===== src/umfc_pkg.sv =====
package umfc_pkg;
	localparam int          UMFC_AW        = 8;
	localparam int          UMFC_LVL_W     = 8;
	localparam logic [7:0]  OFS_LINE_CTRL  = 8'h00;
	localparam logic [7:0]  OFS_MODEM_CTRL = 8'h04;
	localparam logic [7:0]  OFS_MODEM_STAT = 8'h08;
	localparam logic [7:0]  OFS_SCRATCH    = 8'h0C;
	localparam logic [7:0]  OFS_DIV_LOW    = 8'h10;
	localparam logic [7:0]  OFS_DIV_HIGH   = 8'h14;
	localparam logic [7:0]  OFS_ENH_FEAT   = 8'h18;
	localparam logic [7:0]  OFS_RESUME_A   = 8'h1C;
	localparam logic [7:0]  OFS_RESUME_B   = 8'h20;
	localparam logic [7:0]  OFS_PAUSE_A    = 8'h24;
	localparam logic [7:0]  OFS_PAUSE_B    = 8'h28;
	localparam logic [7:0]  OFS_INDEXED    = 8'h2C;
	localparam logic [7:0]  OFS_ADD_STAT   = 8'h30;
	localparam logic [7:0]  OFS_INT_EN     = 8'h34;
	localparam logic [7:0]  OFS_UPPER_TRIG = 8'h38;
	localparam logic [7:0]  OFS_LOWER_TRIG = 8'h3C;
	localparam logic [7:0]  IDX_PRESCALER  = 8'h01;
	localparam logic [7:0]  LINE_UNLOCK    = 8'hBF;
	localparam logic [7:0]  PRESC_RST      = 8'h20;
	localparam logic [15:0] DIV_RST        = 16'h0001;
	localparam logic [7:0]  UPPER_RST      = 8'h60;
	localparam logic [7:0]  LOWER_RST      = 8'h20;
	localparam logic [7:0]  BYTE_ZERO      = 8'h00;
	localparam logic [31:0] WORD_ZERO      = 32'h0000_0000;
	localparam logic [1:0]  FLOW_OFF       = 2'b00;
	localparam logic [1:0]  FLOW_PAIR_B    = 2'b01;
	localparam logic [1:0]  FLOW_PAIR_A    = 2'b10;
	localparam logic [1:0]  FLOW_EITHER    = 2'b11;
	localparam int          MC_DTR         = 0;
	localparam int          MC_RTS         = 1;
	localparam int          MC_USER_A      = 2;
	localparam int          MC_USER_B      = 3;
	localparam int          MC_LOOP        = 4;
	localparam int          MC_XANY        = 5;
	localparam int          MC_IRDA        = 6;
	localparam int          MC_PRESC       = 7;
	localparam int          EF_RXF         = 0;
	localparam int          EF_TXF         = 2;
	localparam int          EF_ENH         = 4;
	localparam int          EF_SPEC        = 5;
	localparam int          EF_ARTS        = 6;
	localparam int          EF_ACTS        = 7;
	localparam int          AS_RX_HOLD     = 0;
	localparam int          AS_TX_SENT     = 1;
	localparam int          AS_SPEC        = 4;
	localparam int          IE_LEVEL5      = 5;
	localparam int          IE_ENH_LO      = 4;
	localparam int          MS_RI          = 2;
endpackage : umfc_pkg


===== src/umfc_top.sv =====
// The register offsets and the APB register port were left to the implementer.
`timescale 1ns/1ps
module umfc_top
	import umfc_pkg::*;
#(
	parameter int LVL_W = UMFC_LVL_W
) (
	input  wire logic             pclk,
	input  wire logic             presetn,
	input  wire logic             psel,
	input  wire logic             penable,
	input  wire logic             pwrite,
	input  wire logic [UMFC_AW-1:0] paddr,
	input  wire logic [31:0]      pwdata,
	output logic      [31:0]      prdata,
	output logic                  pready,
	output logic                  pslverr,
	input  wire logic             cts_n,
	input  wire logic             dsr_n,
	input  wire logic             ri_n,
	input  wire logic             dcd_n,
	output logic                  rts_n,
	output logic                  dtr_n,
	output logic                  user_output_a_n,
	output logic                  user_output_b_n,
	input  wire logic             rx_valid,
	input  wire logic [7:0]       rx_data,
	input  wire logic             nine_bit,
	input  wire logic [LVL_W-1:0] receive_fifo_level,
	input  wire logic             tx_slot,
	output logic                  tx_ins_valid,
	output logic      [7:0]       tx_ins_char,
	output logic                  tx_allow,
	output logic                  rx_store,
	output logic                  level5_irq,
	output logic      [15:0]      divisor,
	output logic                  presc_sel,
	output logic      [7:0]       presc_value,
	output logic                  irda_sel,
	output logic                  loopback
);
	logic [31:0] prdata_q;
	logic        pready_q, pslverr_q;
	logic [7:0]  line_control_q, modem_control_q, scratch_pad_q;
	logic [7:0]  divisor_low_q, divisor_high_q, enhanced_features_q;
	logic [7:0]  resume_char_a_q, resume_char_b_q;
	logic [7:0]  pause_char_a_q, pause_char_b_q;
	logic [7:0]  fractional_prescaler_q, interrupt_enable_q;
	logic [7:0]  upper_trig_q, lower_trig_q;
	logic        unlock_q;
	logic [3:0]  stat_prev_q, delta_q, stat_cur, stat_chg;
	logic        hold_q, sent_q, spec_q, pair_a_q, spec_d;
	logic        rts_block_q, rts_n_q, dtr_n_q, ua_n_q, ub_n_q;
	logic        ins_valid_q, tx_allow_q, rx_store_q, irq_q, irda_q;
	logic [7:0]  ins_char_q;
	logic        acc_start, done, wr, rd;
	logic        enh, loop, inb_en, spec_en, arts_en, acts_en, txon;
	logic        xoff_hit, xon_hit, spec_hit, keep;
	logic [1:0]  rxm, txm;
	logic [7:0]  mc_next;
	logic [31:0] rd_data;
	logic        rd_err;

	assign acc_start = psel & penable & ~pready_q;
	assign done      = psel & penable & pready_q;
	assign wr        = done & pwrite;
	// Read side effects fall on the edge that latches prdata
	assign rd        = acc_start & ~pwrite;
	assign enh       = enhanced_features_q[EF_ENH];
	assign loop      = modem_control_q[MC_LOOP];
	assign rxm       = enhanced_features_q[EF_RXF +: 2];
	assign txm       = enhanced_features_q[EF_TXF +: 2];

	// One wait state keeps pready and prdata both registered
	always_ff @(posedge pclk or negedge presetn) begin
		if (!presetn) begin
			pready_q  <= 1'b0;
			prdata_q  <= WORD_ZERO;
			pslverr_q <= 1'b0;
		end else begin
			pready_q <= acc_start;
			if (acc_start) begin
				prdata_q  <= rd_data;
				pslverr_q <= rd_err;
			end
		end
	end

	always_comb begin
		rd_data = WORD_ZERO;
		rd_err  = 1'b0;
		unique case (paddr)
			OFS_LINE_CTRL:  rd_data[7:0] = line_control_q;
			OFS_MODEM_CTRL: rd_data[7:0] = modem_control_q;
			OFS_MODEM_STAT: rd_data[7:0] = {stat_cur, delta_q};
			OFS_SCRATCH:    rd_data[7:0] = scratch_pad_q;
			OFS_DIV_LOW:    rd_data[7:0] = divisor_low_q;
			OFS_DIV_HIGH:   rd_data[7:0] = divisor_high_q;
			OFS_ENH_FEAT:   rd_data[7:0] = enhanced_features_q;
			OFS_RESUME_A:   rd_data[7:0] = resume_char_a_q;
			OFS_RESUME_B:   rd_data[7:0] = resume_char_b_q;
			OFS_PAUSE_A:    rd_data[7:0] = pause_char_a_q;
			OFS_PAUSE_B:    rd_data[7:0] = pause_char_b_q;
			OFS_INDEXED: begin
				if (scratch_pad_q == IDX_PRESCALER)
					rd_data[7:0] = fractional_prescaler_q;
			end
			OFS_ADD_STAT: begin
				rd_data[AS_RX_HOLD] = hold_q;
				rd_data[AS_TX_SENT] = sent_q;
				rd_data[AS_SPEC]    = spec_q;
			end
			OFS_INT_EN:     rd_data[7:0] = interrupt_enable_q;
			OFS_UPPER_TRIG: rd_data[7:0] = upper_trig_q;
			OFS_LOWER_TRIG: rd_data[7:0] = lower_trig_q;
			default:        rd_err = 1'b1;
		endcase
	end

	// Unlock code only raises bit 7, the data format stays put
	always_ff @(posedge pclk or negedge presetn) begin
		if (!presetn) begin
			line_control_q <= BYTE_ZERO;
			unlock_q       <= 1'b0;
		end else if (wr && paddr == OFS_LINE_CTRL) begin
			if (pwdata[7:0] == LINE_UNLOCK) begin
				line_control_q[7] <= 1'b1;
				unlock_q          <= 1'b1;
			end else begin
				line_control_q <= pwdata[7:0];
				unlock_q       <= 1'b0;
			end
		end
	end

	always_comb begin
		mc_next = pwdata[7:0];
		if (!enh)
			mc_next[MC_PRESC] = modem_control_q[MC_PRESC];
	end

	always_ff @(posedge pclk or negedge presetn) begin
		if (!presetn) begin
			modem_control_q     <= BYTE_ZERO;
			scratch_pad_q       <= BYTE_ZERO;
			divisor_low_q       <= DIV_RST[7:0];
			divisor_high_q      <= DIV_RST[15:8];
			enhanced_features_q <= BYTE_ZERO;
			interrupt_enable_q  <= BYTE_ZERO;
			upper_trig_q        <= UPPER_RST;
			lower_trig_q        <= LOWER_RST;
		end else if (wr) begin
			unique case (paddr)
				OFS_MODEM_CTRL: modem_control_q <= mc_next;
				OFS_SCRATCH:    scratch_pad_q   <= pwdata[7:0];
				OFS_DIV_LOW:    divisor_low_q   <= pwdata[7:0];
				OFS_DIV_HIGH:   divisor_high_q  <= pwdata[7:0];
				OFS_ENH_FEAT: begin
					// Writes ignored unless the unlock code is in place; reads always return it
					if (unlock_q)
						enhanced_features_q <= pwdata[7:0];
				end
				OFS_INT_EN:     interrupt_enable_q <= pwdata[7:0];
				OFS_UPPER_TRIG: upper_trig_q       <= pwdata[7:0];
				OFS_LOWER_TRIG: lower_trig_q       <= pwdata[7:0];
				default: ;
			endcase
		end
	end

	always_ff @(posedge pclk or negedge presetn) begin
		if (!presetn) begin
			resume_char_a_q        <= BYTE_ZERO;
			resume_char_b_q        <= BYTE_ZERO;
			pause_char_a_q         <= BYTE_ZERO;
			pause_char_b_q         <= BYTE_ZERO;
			fractional_prescaler_q <= PRESC_RST;
		end else if (wr) begin
			unique case (paddr)
				OFS_RESUME_A: resume_char_a_q <= pwdata[7:0];
				OFS_RESUME_B: resume_char_b_q <= pwdata[7:0];
				OFS_PAUSE_A:  pause_char_a_q  <= pwdata[7:0];
				OFS_PAUSE_B:  pause_char_b_q  <= pwdata[7:0];
				OFS_INDEXED: begin
					if (scratch_pad_q == IDX_PRESCALER)
						fractional_prescaler_q <= pwdata[7:0];
				end
				default: ;
			endcase
		end
	end

	// Bit order: 0 clear-to-send, 1 set-ready, 2 ring, 3 carrier
	always_comb begin
		if (loop)
			stat_cur = {modem_control_q[MC_USER_B],
			            modem_control_q[MC_USER_A],
			            modem_control_q[MC_DTR],
			            modem_control_q[MC_RTS]};
		else
			stat_cur = ~{dcd_n, ri_n, dsr_n, cts_n};
		stat_chg = stat_cur ^ stat_prev_q;
		stat_chg[MS_RI] = stat_prev_q[MS_RI] & ~stat_cur[MS_RI];
	end

	// A change in the read cycle survives the clear
	always_ff @(posedge pclk or negedge presetn) begin
		if (!presetn) begin
			stat_prev_q <= 4'h0;
			delta_q     <= 4'h0;
		end else begin
			stat_prev_q <= stat_cur;
			if (rd && paddr == OFS_MODEM_STAT)
				delta_q <= stat_chg;
			else
				delta_q <= delta_q | stat_chg;
		end
	end

	assign inb_en  = enh & ~nine_bit;
	assign spec_en = enh & enhanced_features_q[EF_SPEC];
	assign arts_en = enh ? enhanced_features_q[EF_ARTS]
	                     : modem_control_q[MC_XANY];
	assign acts_en = enh ? enhanced_features_q[EF_ACTS]
	                     : modem_control_q[MC_XANY];
	assign txon    = inb_en & (txm == FLOW_PAIR_B | txm == FLOW_PAIR_A);

	always_comb begin
		xoff_hit = 1'b0;
		xon_hit  = 1'b0;
		unique case (rxm)
			FLOW_OFF: ;
			FLOW_PAIR_B: begin
				xoff_hit = rx_data == pause_char_b_q;
				xon_hit  = rx_data == resume_char_b_q;
			end
			FLOW_PAIR_A: begin
				xoff_hit = rx_data == pause_char_a_q;
				xon_hit  = rx_data == resume_char_a_q;
			end
			FLOW_EITHER: begin
				xoff_hit = txon & (rx_data == pause_char_a_q |
				                   rx_data == pause_char_b_q);
				xon_hit  = txon & (rx_data == resume_char_a_q |
				                   rx_data == resume_char_b_q);
			end
		endcase
		xoff_hit = xoff_hit & inb_en;
		xon_hit  = xon_hit & inb_en;
	end

	assign spec_hit = spec_en & rx_data == pause_char_b_q;
	// Flow characters are swallowed, except a special-case pause
	assign keep = ~(xoff_hit | xon_hit) | spec_hit;
	assign spec_d = (rd && paddr == OFS_ADD_STAT) ? 1'b0 : spec_q;

	always_ff @(posedge pclk or negedge presetn) begin
		if (!presetn) begin
			hold_q     <= 1'b0;
			spec_q     <= 1'b0;
			rx_store_q <= 1'b0;
		end else begin
			rx_store_q <= rx_valid & keep;
			spec_q     <= spec_d | (rx_valid & spec_hit);
			if (!inb_en || rxm == FLOW_OFF)
				hold_q <= 1'b0;
			else if (rx_valid && !hold_q && xoff_hit)
				hold_q <= 1'b1;
			else if (rx_valid && hold_q &&
			         (xon_hit || modem_control_q[MC_XANY]))
				hold_q <= 1'b0;
		end
	end

	// Transmitter only looks at this between characters
	always_ff @(posedge pclk or negedge presetn) begin
		if (!presetn)
			tx_allow_q <= 1'b1;
		else
			tx_allow_q <= ~hold_q &
			              ~(acts_en & ~stat_cur[0]);
	end

	// Insertion happens only in idle slots the transmitter offers
	always_ff @(posedge pclk or negedge presetn) begin
		if (!presetn) begin
			sent_q      <= 1'b0;
			pair_a_q    <= 1'b0;
			ins_valid_q <= 1'b0;
			ins_char_q  <= BYTE_ZERO;
		end else begin
			ins_valid_q <= 1'b0;
			if (tx_slot && !ins_valid_q && !nine_bit) begin
				if (txon && !sent_q &&
				    receive_fifo_level > upper_trig_q) begin
					sent_q      <= 1'b1;
					ins_valid_q <= 1'b1;
					pair_a_q    <= txm == FLOW_PAIR_A;
					ins_char_q  <= (txm == FLOW_PAIR_A) ?
					               pause_char_a_q : pause_char_b_q;
				end else if (sent_q && (!txon ||
				             receive_fifo_level < lower_trig_q)) begin
					sent_q      <= 1'b0;
					ins_valid_q <= 1'b1;
					ins_char_q  <= pair_a_q ?
					               resume_char_a_q : resume_char_b_q;
				end
			end
		end
	end

	// Software clearing RTS always overrides the automatic control
	always_ff @(posedge pclk or negedge presetn) begin
		if (!presetn) begin
			rts_block_q <= 1'b0;
			rts_n_q     <= 1'b1;
			dtr_n_q     <= 1'b1;
			ua_n_q      <= 1'b1;
			ub_n_q      <= 1'b1;
		end else begin
			if (receive_fifo_level >= upper_trig_q)
				rts_block_q <= 1'b1;
			else if (receive_fifo_level < lower_trig_q)
				rts_block_q <= 1'b0;
			rts_n_q <= loop | ~(modem_control_q[MC_RTS] &
			           ~(arts_en & rts_block_q));
			dtr_n_q <= loop | ~modem_control_q[MC_DTR];
			ua_n_q  <= loop | modem_control_q[MC_USER_A];
			ub_n_q  <= loop | modem_control_q[MC_USER_B];
		end
	end

	// Infrared framing needs the 16x sample clock downstream
	always_ff @(posedge pclk or negedge presetn) begin
		if (!presetn) begin
			irda_q <= 1'b0;
			irq_q  <= 1'b0;
		end else begin
			irda_q <= enh & modem_control_q[MC_IRDA];
			irq_q  <= enh & interrupt_enable_q[IE_LEVEL5] &
			          (spec_q | hold_q);
		end
	end

	assign prdata          = prdata_q;
	assign pready          = pready_q;
	assign pslverr         = pslverr_q;
	assign rts_n           = rts_n_q;
	assign dtr_n           = dtr_n_q;
	assign user_output_a_n = ua_n_q;
	assign user_output_b_n = ub_n_q;
	assign tx_ins_valid    = ins_valid_q;
	assign tx_ins_char     = ins_char_q;
	assign tx_allow        = tx_allow_q;
	assign rx_store        = rx_store_q;
	assign level5_irq      = irq_q;
	assign divisor = {divisor_high_q, divisor_low_q};
	assign presc_sel       = modem_control_q[MC_PRESC];
	assign presc_value     = fractional_prescaler_q;
	assign irda_sel        = irda_q;
	assign loopback        = modem_control_q[MC_LOOP];
endmodule : umfc_top


===== config.mk =====
export PLATFORM = sky130hd
export DESIGN_NAME = umfc_top
export DESIGN_NICKNAME = d
export VERILOG_FILES = /design/src/umfc_pkg.sv /design/src/umfc_top.sv
export SDC_FILE = /design/constraint.sdc
export NUM_CORES = 1
export LEC_CHECK = 0
export BUFFER_PORTS_ARGS = -buffer_cell sky130_fd_sc_hd__buf_2
export CORE_ASPECT_RATIO = 0.6
export CORE_UTILIZATION = 30
export CTS_CLUSTER_DIAMETER = 30
export DETAILED_ROUTE_END_ITERATION = 10
export GPL_TIMING_DRIVEN = 0
export PLACE_DENSITY = 0.53
export SLEW_MARGIN = 20
export SYNTH_ARGS = -nofsm -noshare
export SYNTH_HDL_FRONTEND = slang
export SYNTH_SLANG_ARGS = --single-unit

===== constraint.sdc =====
create_clock -name pclk -period 2.8 [get_ports pclk]
set_clock_uncertainty 0.05 [all_clocks]
set_input_delay 0.42 -clock pclk [delete_from_list [all_inputs] [get_ports pclk]]
set_output_delay 0.42 -clock pclk [all_outputs]
set_load 0.005 [all_outputs]

==> impl_metrics.ini, run 1 <==
[cells_and_area]
antenna_cells = 0
final_nets = 984
multi_input_area_um2 = 4260
final_common_cell = dfrtp_1
final_cell_mix = 143 x dfrtp_1, 107 x mux2_2, 105 x buf_2
fillCellCount = 2750
synthToLayoutAreaGrowth_pct = 19.8
drive_gt1_share_pct = 35.2
fin_area_um2 = 10100
regArea_um2 = 3840

[placed_design]
dp_hpwl_um = 24500
placed_area_um2 = 9480
io_buffers = 94
gp_congestion = 0.986

[critical_path]
cp-endpoint = tx_ins_char[2]
crit_path_start = upper_trig_q[5]
r2r_cells = 8
cp_top_family = simple AND/OR/NAND/NOR gates
max_stage_delay_ns = 0.56
rrSetupSlack_ns = 0.16
critPathArrivalTime_ns = 2.97
r2r-start = upper_trig_q[5]
reg2reg_to = tx_ins_char[2]
path_class = reg2reg
required_ns = 3.13
path_common_cell = nand3_1
cp_cell_sequence = inv_1, ha_1, and4_1, nand3_1, nand3_1, nor2_4, mux2i_1, mux2_2
cp-end-kind = flip-flop
critPathSlowestCell = dfstp_2
path_max_fanout = 10
startpoint_type = flip-flop
critPathBufInv = 1
crit_cells = 8

[floorplanning]
initial_core_util_pct = 30.6
dieArea_um2 = 28800
fp.dieH_um = 132
core_um2 = 27600
io_pins = 145
row_count = 47
die_w_um = 218

[logic_synthesis]
ys.warnings.count = 0
syn_area_um2 = 8430
avgSynthCellArea_um2 = 11.1
synth_area_leader_cell = dfrtp_1
synth-async-reset-ratio_pct = 100
synth-edff-count = 0
synth.top_cell.area_share_pct = 42.5
synth-seq-cells = 153
synthFlopType = dfrtp_1
ys_seq_area_share_pct = 45.6
netlist_instances = 761
ys_types = 70
synthTopCellsByArea = dfrtp_1 42%, mux2_2 14%, mux2i_1 5.7%

[power]
finalPower_w = 0.00496
power_density_nw_per_um2 = 491
power_frac_comb_pct = 8.5
clkPwrFrac_pct = 46.2
p_leak_nw = 4.84
intPower_w = 0.00373
swShare_pct = 24.8
switchingPower_w = 0.00123
p_seq_share_pct = 45.3
vdd_ir_drop_max_v = 0.000291

[sta]
final-hold-violation-count = 0
hold_ws_ns = 0.228
relSlewSlack_pct = 32.4
max_freq_mhz = 379
fin_tns_setup_ns = 0
fin_crit_sh_pct = 94.2
post-route-min-period_ns = 2.64
finalSetupViolations = 0
slew_violations = 0
tightest_slew_ns = 1.01
rsz0062_at_grt = false

[global_route]
grt_overflow = 0
grt_pass1_vias = 6424
grt_max_degree = 90
antenna_found_initial = 0
grt_usage_pct = 22.9
grt_pass1_wl_um = 46300

[clock_network]
cts.sinks = 153
clockBufferDepth = 2
htree_levels = 4
clock_latency_ns = 0.45
cts_made_buffers = 17
cts_root_buf = clkbuf_16
cts_tree = built
clkSlewWorstSetupHoldPaths_ns = 0.06

[detailed_routing]
ant_nets = 0
wire_per_inst_um = 24.9
first_pass_iters = 7
via_per_inst = 5.24
drc_errors = 0
drt-total-wl_um = 31800
drt_iter0_markers = 642
dr_total_vias = 6703

[outcome]
status = finished clean

[run]
maxCapViolCount = 0

[hold_path]
hold_class = in2reg
-- metal layers --
metal | wire length [µm] | global-route usage, %
met1 | 16200 | 37.2
met2 | 11900 | 27.6
met3 | 3350 | 7.54
met4 | 314 | 5.32
met5 | 0 | 0
-- repair_timing --
item | in CTS | in global routing
resized for setup | 1 | 0
hold buffers | 1 | 0
endpoints found under the setup margin | 8 | 8
pin swaps | 0 | 1
buffers inserted | 0 | 1
endpoints found under the hold margin | 55 | 0
-- layout make-up --
class	count	area share (%)
flip-flops and latches	153	38.0
clock buffers	26	5.14
well taps	367	4.55
clock inverters	6	0.607
repair buffers	97	5.33
plain buffers	56	3.27
inverters	24	0.892
multi-input cells	551	42.2
-- logic make-up (layout without fill, tap and decap cells) --
group | count (synthesis) | in the layout | synth area share [%]
other | 1 | 24 | 0.0445
AOI/OAI and AO/OA | 119 | 119 | 9.74
DFF | 153 | 153 | 45.6
muxes | 157 | 157 | 20.5
xor gates and xnor gates | 35 | 35 | 3.64
adders and majority gates | 16 | 16 | 2.38
and+or+nand+nor | 200 | 200 | 13.1
buffers and inverters | 80 | 209 | 4.99
-- power groups by stage --
stage / clock network (W) / logic, W / registers, W
5_1_grt: 0.00245 / 0.000456 / 0.00225
2_1_floorplan: 0 / 0.000202 / 0.00229
4_1_cts: 0.00236 / 0.000417 / 0.00225
3_3_place_gp: 0 / 0.000410 / 0.00229
3_5_place_dp: 0 / 0.000414 / 0.00229
6_report: 0.00229 / 0.000422 / 0.00225
-- synth_stat cells (4+ instances only) --
cell and instances:
or2_2 4, ha_1 16, a211oi_1 4, dfrtp_1 143, a22oi_1 14, dfstp_2 10
nor4_1 11, buf_2 12, o21ai_0 34, inv_1 24, o21a_1 5, a21oi_1 18
nor3_1 5, buf_4 28, nor2b_1 5, o22a_1 4, xor2_1 24, a22o_1 5
nand2_1 73, mux2_2 107, clkbuf_1 13, xnor2_1 11, nand3_1 10, mux2i_1 48
o22ai_1 5, nor2_1 37, a31oi_1 4, nand4_1 6, nor2_4 12
-- worst min path at each step --
stage / from / end / depth (start not counted)
3_5_place_dp: presetn / lower_trig_q[6] / 1
3_3_place_gp: line_control_q[2] / line_control_q[2] / 1
2_1_floorplan: presetn / delta_q[0] / 0
5_1_grt: cts_n / stat_prev_q[0] / 2
6_report: dcd_n / stat_prev_q[3] / 2
4_1_cts: dcd_n / stat_prev_q[3] / 2
-- state kept, by name, indices dropped and copies added, names as in the netlist, 4 cells and up --
name                 flops
enhanced_features_q      8
pause_char_b_q           8
interrupt_enable_q       8
presc_value              8
divisor_low_q            8
divisor_high_q           8
resume_char_b_q          8
upper_trig_q             8
prdata                   8
line_control_q           8
scratch_pad_q            8
modem_control_q          8
lower_trig_q             8
tx_ins_char              8
resume_char_a_q          8
stat_prev_q              4
delta_q                  4
pause_char_a_q           8
-- through the flow --
step           utilization (%)  std cells  worst slack [ns]
6_report                  36.6       1280             0.162
5_1_grt                   36.6       1280            0.0518
4_1_cts                   36.5       1279            0.0689
3_5_place_dp              34.4       1246            -0.147
3_3_place_gp              34.2       1245             -1.18
2_1_floorplan                -        784             0.505
Power figures use the tool's default switching activity.
==> run 2, diff against run 1 <==
CORE_UTILIZATION = 28   (was 30)
PLACE_DENSITY = 0.51   (was 0.53)
==> run 2 against run 1 <==
Effect of this change:
- routed wire length rose by 1.2%
- non-clock buffer count did not move
- core utilization fell by 1.8 points
- register-to-register slack improved by 0.09 ns
==> impl_metrics.ini, run 2 (synthesis gave the netlist of run 1 again) <==
[floorplanning]
core_um2 = 29200
row_count = 48
initial_core_util_pct = 28.9
io_pins = 145
dieArea_um2 = 30800
fp.dieH_um = 136
die_w_um = 226

[sta]
tightest_slew_ns = 1.08
slew_violations = 0
hold_ws_ns = 0.211
max_freq_mhz = 393
final-hold-violation-count = 0
fin_tns_setup_ns = 0
fin_crit_sh_pct = 91.0
post-route-min-period_ns = 2.55
relSlewSlack_pct = 27.9
rsz0062_at_grt = false
finalSetupViolations = 0

[global_route]
antenna_found_initial = 1
grt_usage_pct = 21.6
grt_overflow = 0
grt_pass1_wl_um = 46000
grt_max_degree = 85
grt_pass1_vias = 6354

[clock_network]
cts_tree = built
cts.sinks = 153
clock_latency_ns = 0.45
cts_root_buf = clkbuf_16
clkSlewWorstSetupHoldPaths_ns = 0.07
htree_levels = 4
clockBufferDepth = 2
cts_made_buffers = 17

[hold_path]
hold_class = in2reg
hp-start = dcd_n

[detailed_routing]
wire_per_inst_um = 24.5
first_pass_iters = 5
ant_nets = 0
drt_iter0_markers = 773
drt-total-wl_um = 32200
via_per_inst = 5.05
drc_errors = 0
dr_total_vias = 6639

[critical_path]
r2r-start = lower_trig_q[5]
cp_top_family = compound AO/OA/AOI/OAI gates
critPathArrivalTime_ns = 2.83
critPathBufInv = 2
max_stage_delay_ns = 0.57
path_max_fanout = 9
cp-end-kind = flip-flop
path_class = reg2reg
critPathSlowestCell = dfstp_2
required_ns = 3.08
cp_cell_sequence = inv_1, ha_1, nand2_1, o41ai_2, nand3b_1, a31oi_4, buf_12, mux2_2
crit_path_start = lower_trig_q[5]
startpoint_type = flip-flop

[cells_and_area]
synthToLayoutAreaGrowth_pct = 20.6
fillCellCount = 3001
regArea_um2 = 3840
final_common_cell = dfrtp_1
drive_gt1_share_pct = 35.4
multi_input_area_um2 = 4260
final_nets = 984
final_cell_mix = 143 x dfrtp_1, 107 x mux2_2, 105 x buf_2

[placed_design]
gp_congestion = 0.990
dp_hpwl_um = 25000
io_buffers = 94

[power]
p_leak_nw = 4.84
vdd_ir_drop_max_v = 0.000330
power_density_nw_per_um2 = 496

[run]
maxCapViolCount = 0

[outcome]
status = finished clean
[run 2: area by class of cell]
class,count,share of cell area (%)
Clock inverter,10,1.14
Sequential cell,153,37.8
Multi-Input combinational cell,551,41.9
Timing Repair Buffer,97,5.29
Inverter,24,0.886
Buffer,56,3.25
Tap cell,400,4.92
Antenna cell,1,0.0246
Clock buffer,22,4.76
[run 2: worst reg2reg max path, stage by stage, from the launching register on]
cell and delay (ns):
dfstp_2 0.57, inv_1 0.06, ha_1 0.28, nand2_1 0.07, o41ai_2 0.49, nand3b_1 0.23, a31oi_4 0.20, buf_12 0.15
mux2_2 0.33
[run 2: through the flow]
step | cell area, µm² | std cells | total power [W] | worst slack, ns | util [%]
floorplan | 8510 | 784 | 0.00249 | 0.505 | -
global placement | 9490 | 1278 | 0.00270 | -1.21 | 32.5
detailed placement | 9520 | 1279 | 0.00270 | -0.158 | 32.6
CTS | 10100 | 1312 | 0.00507 | 0.0568 | 34.7
global route | 10200 | 1313 | 0.00521 | 0.107 | 34.8
finish | 10200 | 1314 | 0.00504 | 0.252 | 34.8
[run 2: what timing repair did]
item | in CTS | in global routing
endpoints found under the setup margin | 8 | 8
buffers inserted | 0 | 1
hold buffers | 1 | 0
hold endpoints to repair | 60 | 0
pin swaps | 0 | 1
gates resized for setup | 1 | 0
[run 2: final timing paths]
path                                    end  slack, ns  cells past startpoint
max                          tx_ins_char[2]       0.25                      8
min                          stat_prev_q[3]       0.21                      2
max reg2reg                  tx_ins_char[2]       0.25                      8
min reg2reg                      delta_q[0]       0.43                      2
max in group asynchronous  divisor_low_q[0]       1.35                      3
min in group asynchronous   lower_trig_q[6]       0.48                      2
[run 2: power by group]
part	internal, W	leakage, nW	switching, W	total [W]
sequential	0.00223	1.98	0.0000154	0.00225
clock	0.00141	0.281	0.000965	0.00237
combinational	0.000139	2.58	0.000285	0.000424
[run 2: metal layers]
metal,track usage (%),routed length (µm),vias to the layer above
met5,0,0,-
met4,4.20,277,0
met3,6.35,3080,23
met2,25.9,11600,269
met1,35.8,17300,3379
li1,-,-,2968
==> run 3, diff against run 2 <==
ABC_AREA = 1   (was default)
SLEW_MARGIN = default   (was 20)
==> run 3 against run 2 <==
Effect of this change:
- total power shrank 0.74%
- register-to-register slack gained 0.07 ns
- critical path type unchanged
- worst setup slack gained 0.069 ns
- largest cell class unchanged
- combinational power shrank 17%
- maximum frequency grew 2.8%
- non-clock buffer count grew 8
- highest routed layer unchanged
- cell count grew 29%
- first-iteration DRC count grew 32%
- critical path depth shrank 1
==> impl_metrics.ini, run 3 <==
[clock_network]
post_cts_resized = 0
cts_made_buffers = 17
clock_latency_ns = 0.46
cts.sinks = 153
clockBufferDepth = 2
cts_tree = built
htree_levels = 4
clkSlewWorstSetupHoldPaths_ns = 0.06
cts_root_buf = clkbuf_16

[power]
p_leak_nw = 4.96
power_density_nw_per_um2 = 488
finalPower_w = 0.00501
vdd_ir_drop_max_v = 0.000421

[cells_and_area]
final_nets = 1352
drive_gt1_share_pct = 17.8
final_cell_mix = 393 x nand2_1, 143 x dfrtp_1, 104 x buf_2
synthToLayoutAreaGrowth_pct = 20.0
fin_util_pct = 34.2
antenna_cells = 0
final_common_cell = nand2_1
final_cells = 1689

[critical_path]
required_ns = 3.04
r2r-start = pready
path_common_cell = nand2_1
r2r_cells = 7
critPathArrivalTime_ns = 2.72
reg2reg_to = resume_char_b_q[5]
cp_cell_sequence = nand4_1, inv_2, buf_4, nand2_1, clkbuf_1, nand2_1, o21ai_0
max_stage_delay_ns = 0.55
rrSetupSlack_ns = 0.32
cp-end-kind = flip-flop
path_class = reg2reg
critPathSlowestCell = nand4_1
startpoint_type = flip-flop
path_max_fanout = 10

[floorplanning]
dieArea_um2 = 31200
io_pins = 145
fp.dieH_um = 137
row_count = 49
die_w_um = 228
core_um2 = 30000
initial_core_util_pct = 28.5

[logic_synthesis]
ys_seq_area_share_pct = 45.0
synth-edff-count = 0
synthFlopType = dfrtp_1
netlist_instances = 1132
synth-seq-cells = 153
ys.warnings.count = 0
netlist_top_cells_count = 393 x nand2_1, 143 x dfrtp_1, 102 x inv_1, 82 x o21ai_0, 77 x nand3_1
synth_area_leader_cell = dfrtp_1
syn_area_um2 = 8540
ys_types = 45
avgSynthCellArea_um2 = 7.55
synth-async-reset-ratio_pct = 100
synth_most_common_cell = nand2_1
synth.top_cell.area_share_pct = 41.9
synthTopCellsByArea = dfrtp_1 42%, nand2_1 17%, o21ai_0 4.8%

[placed_design]
io_buffers = 92
dp_hpwl_um = 25900
dp.cells = 1656
gp_congestion = 0.960
place_ws_ns = 0.330

[detailed_routing]
dr_total_vias = 8087
first_pass_iters = 5
ant_nets = 0
drt_iter0_markers = 1021
drt-total-wl_um = 33200
drc_errors = 0
wire_per_inst_um = 19.7
via_per_inst = 4.79

[hold_path]
whs_path_depth = 3
hold_class = in2reg
hp-start = pwdata[6]
hold_end = presc_value[6]

[global_route]
grt_usage_pct = 22.1
grt_overflow = 0
use_met2_pct = 26.6
gr-usage-met1_pct = 36.3
grt_max_degree = 86
grt_pass1_wl_um = 48100
antenna_found_initial = 0
grt_use_met3_pct = 6.42
grt_pass1_vias = 7207
top_usage_layer = met1

[sta]
layout_setup_ws_ns = 0.321
max_freq_mhz = 403
fin_crit_sh_pct = 88.5
final-hold-violation-count = 0
finalSetupViolations = 0
tightest_slew_ns = 1.04
slew_violations = 0
post-route-min-period_ns = 2.48
rsz0062_at_grt = false
relSlewSlack_pct = 31.0

[run]
maxCapViolCount = 0

[outcome]
status = finished clean
-- run 3: cell count changes in the layout (fill, tap and decap cells not counted), moves of 19 or more --
cell     before  now
nand3_1      10   77
mux2i_1      48    8
o21ai_1       0   56
xor2_1       24    5
mux2_2      107    1
nand2_1      73  393
o21ai_0      34   82
inv_1        24  102
-- run 3: cells by family after synthesis --
| family | count (synthesis) | synth area share, % |
|---|---|---|
| simple gates | 589 | 30.2 |
| compound gates | 161 | 9.75 |
| flops | 153 | 45.0 |
| other cells | 1 | 0.0439 |
| mux | 9 | 1.07 |
| fa+ha+maj | 16 | 2.34 |
| xor+xnor | 22 | 2.26 |
| buf+inv | 181 | 9.37 |
-- run 3: worst max-delay path: cells and delay by family (launching register included) --
kind                   cells  cell delay, ns
AO/OA/AOI/OAI              1            0.07
buffers and inverters      3            0.97
flip-flops                 1            0.36
AND/OR/NAND/NOR            3            0.86
-- run 3: through the flow --
step	hold slack (ns)	instance area [µm²]	setup TNS (ns)
global placement	0.410	9600	-167.31
finish	0.152	10200	0
global route	0.168	10200	0
CTS	0.132	10200	0
detailed placement	0.411	9640	0
floorplan	0.0744	8630	0
-- run 3: routing by layer --
metal  vias up  share of wire (%)  routed length [µm]
met4         0                1.0                 335
met5         -                  0                   0
met1      3869                 53               17600
li1       3848                  -                   -
met3        26                 11                3490
met2       344                 35               11800
-- run 3: final cells by class --
class	instances	area, µm²
sequential	153	3840
timing repair buffer	94	508
tap	408	510
inverter	114	428
clock inverter	14	173
fill	3201	19700
multi-input combinational	821	3990
buffer	67	373
clock buffer	18	429
-- run 3: what timing repair did --
item / in CTS / in global routing
buffers inserted: 0 / 0
hold endpoints to repair: 82 / 0
endpoints found under the setup margin: 0 / 0
hold buffers: 1 / 0
-- run 3: worst max path at each step --
stage,slack (ns),end,depth (start not counted),from
after global placement,-1.17,presc_value[2],1,presetn
after CTS,0.48,resume_char_b_q[5],7,pready
after global routing,0.29,pause_char_a_q[3],6,pready
after detailed placement,0.33,resume_char_b_q[5],8,psel
final,0.32,resume_char_b_q[5],7,pready
after floorplan,1.01,tx_ins_char[1],9,upper_trig_q[5]
-- run 3: where the power goes --
part,leakage (nW),switching (W),internal (W)
sequential,2.02,0.0000116,0.00222
combinational,2.65,0.000248,0.000104
clock,0.291,0.00101,0.00140
total,4.96,0.00127,0.00373
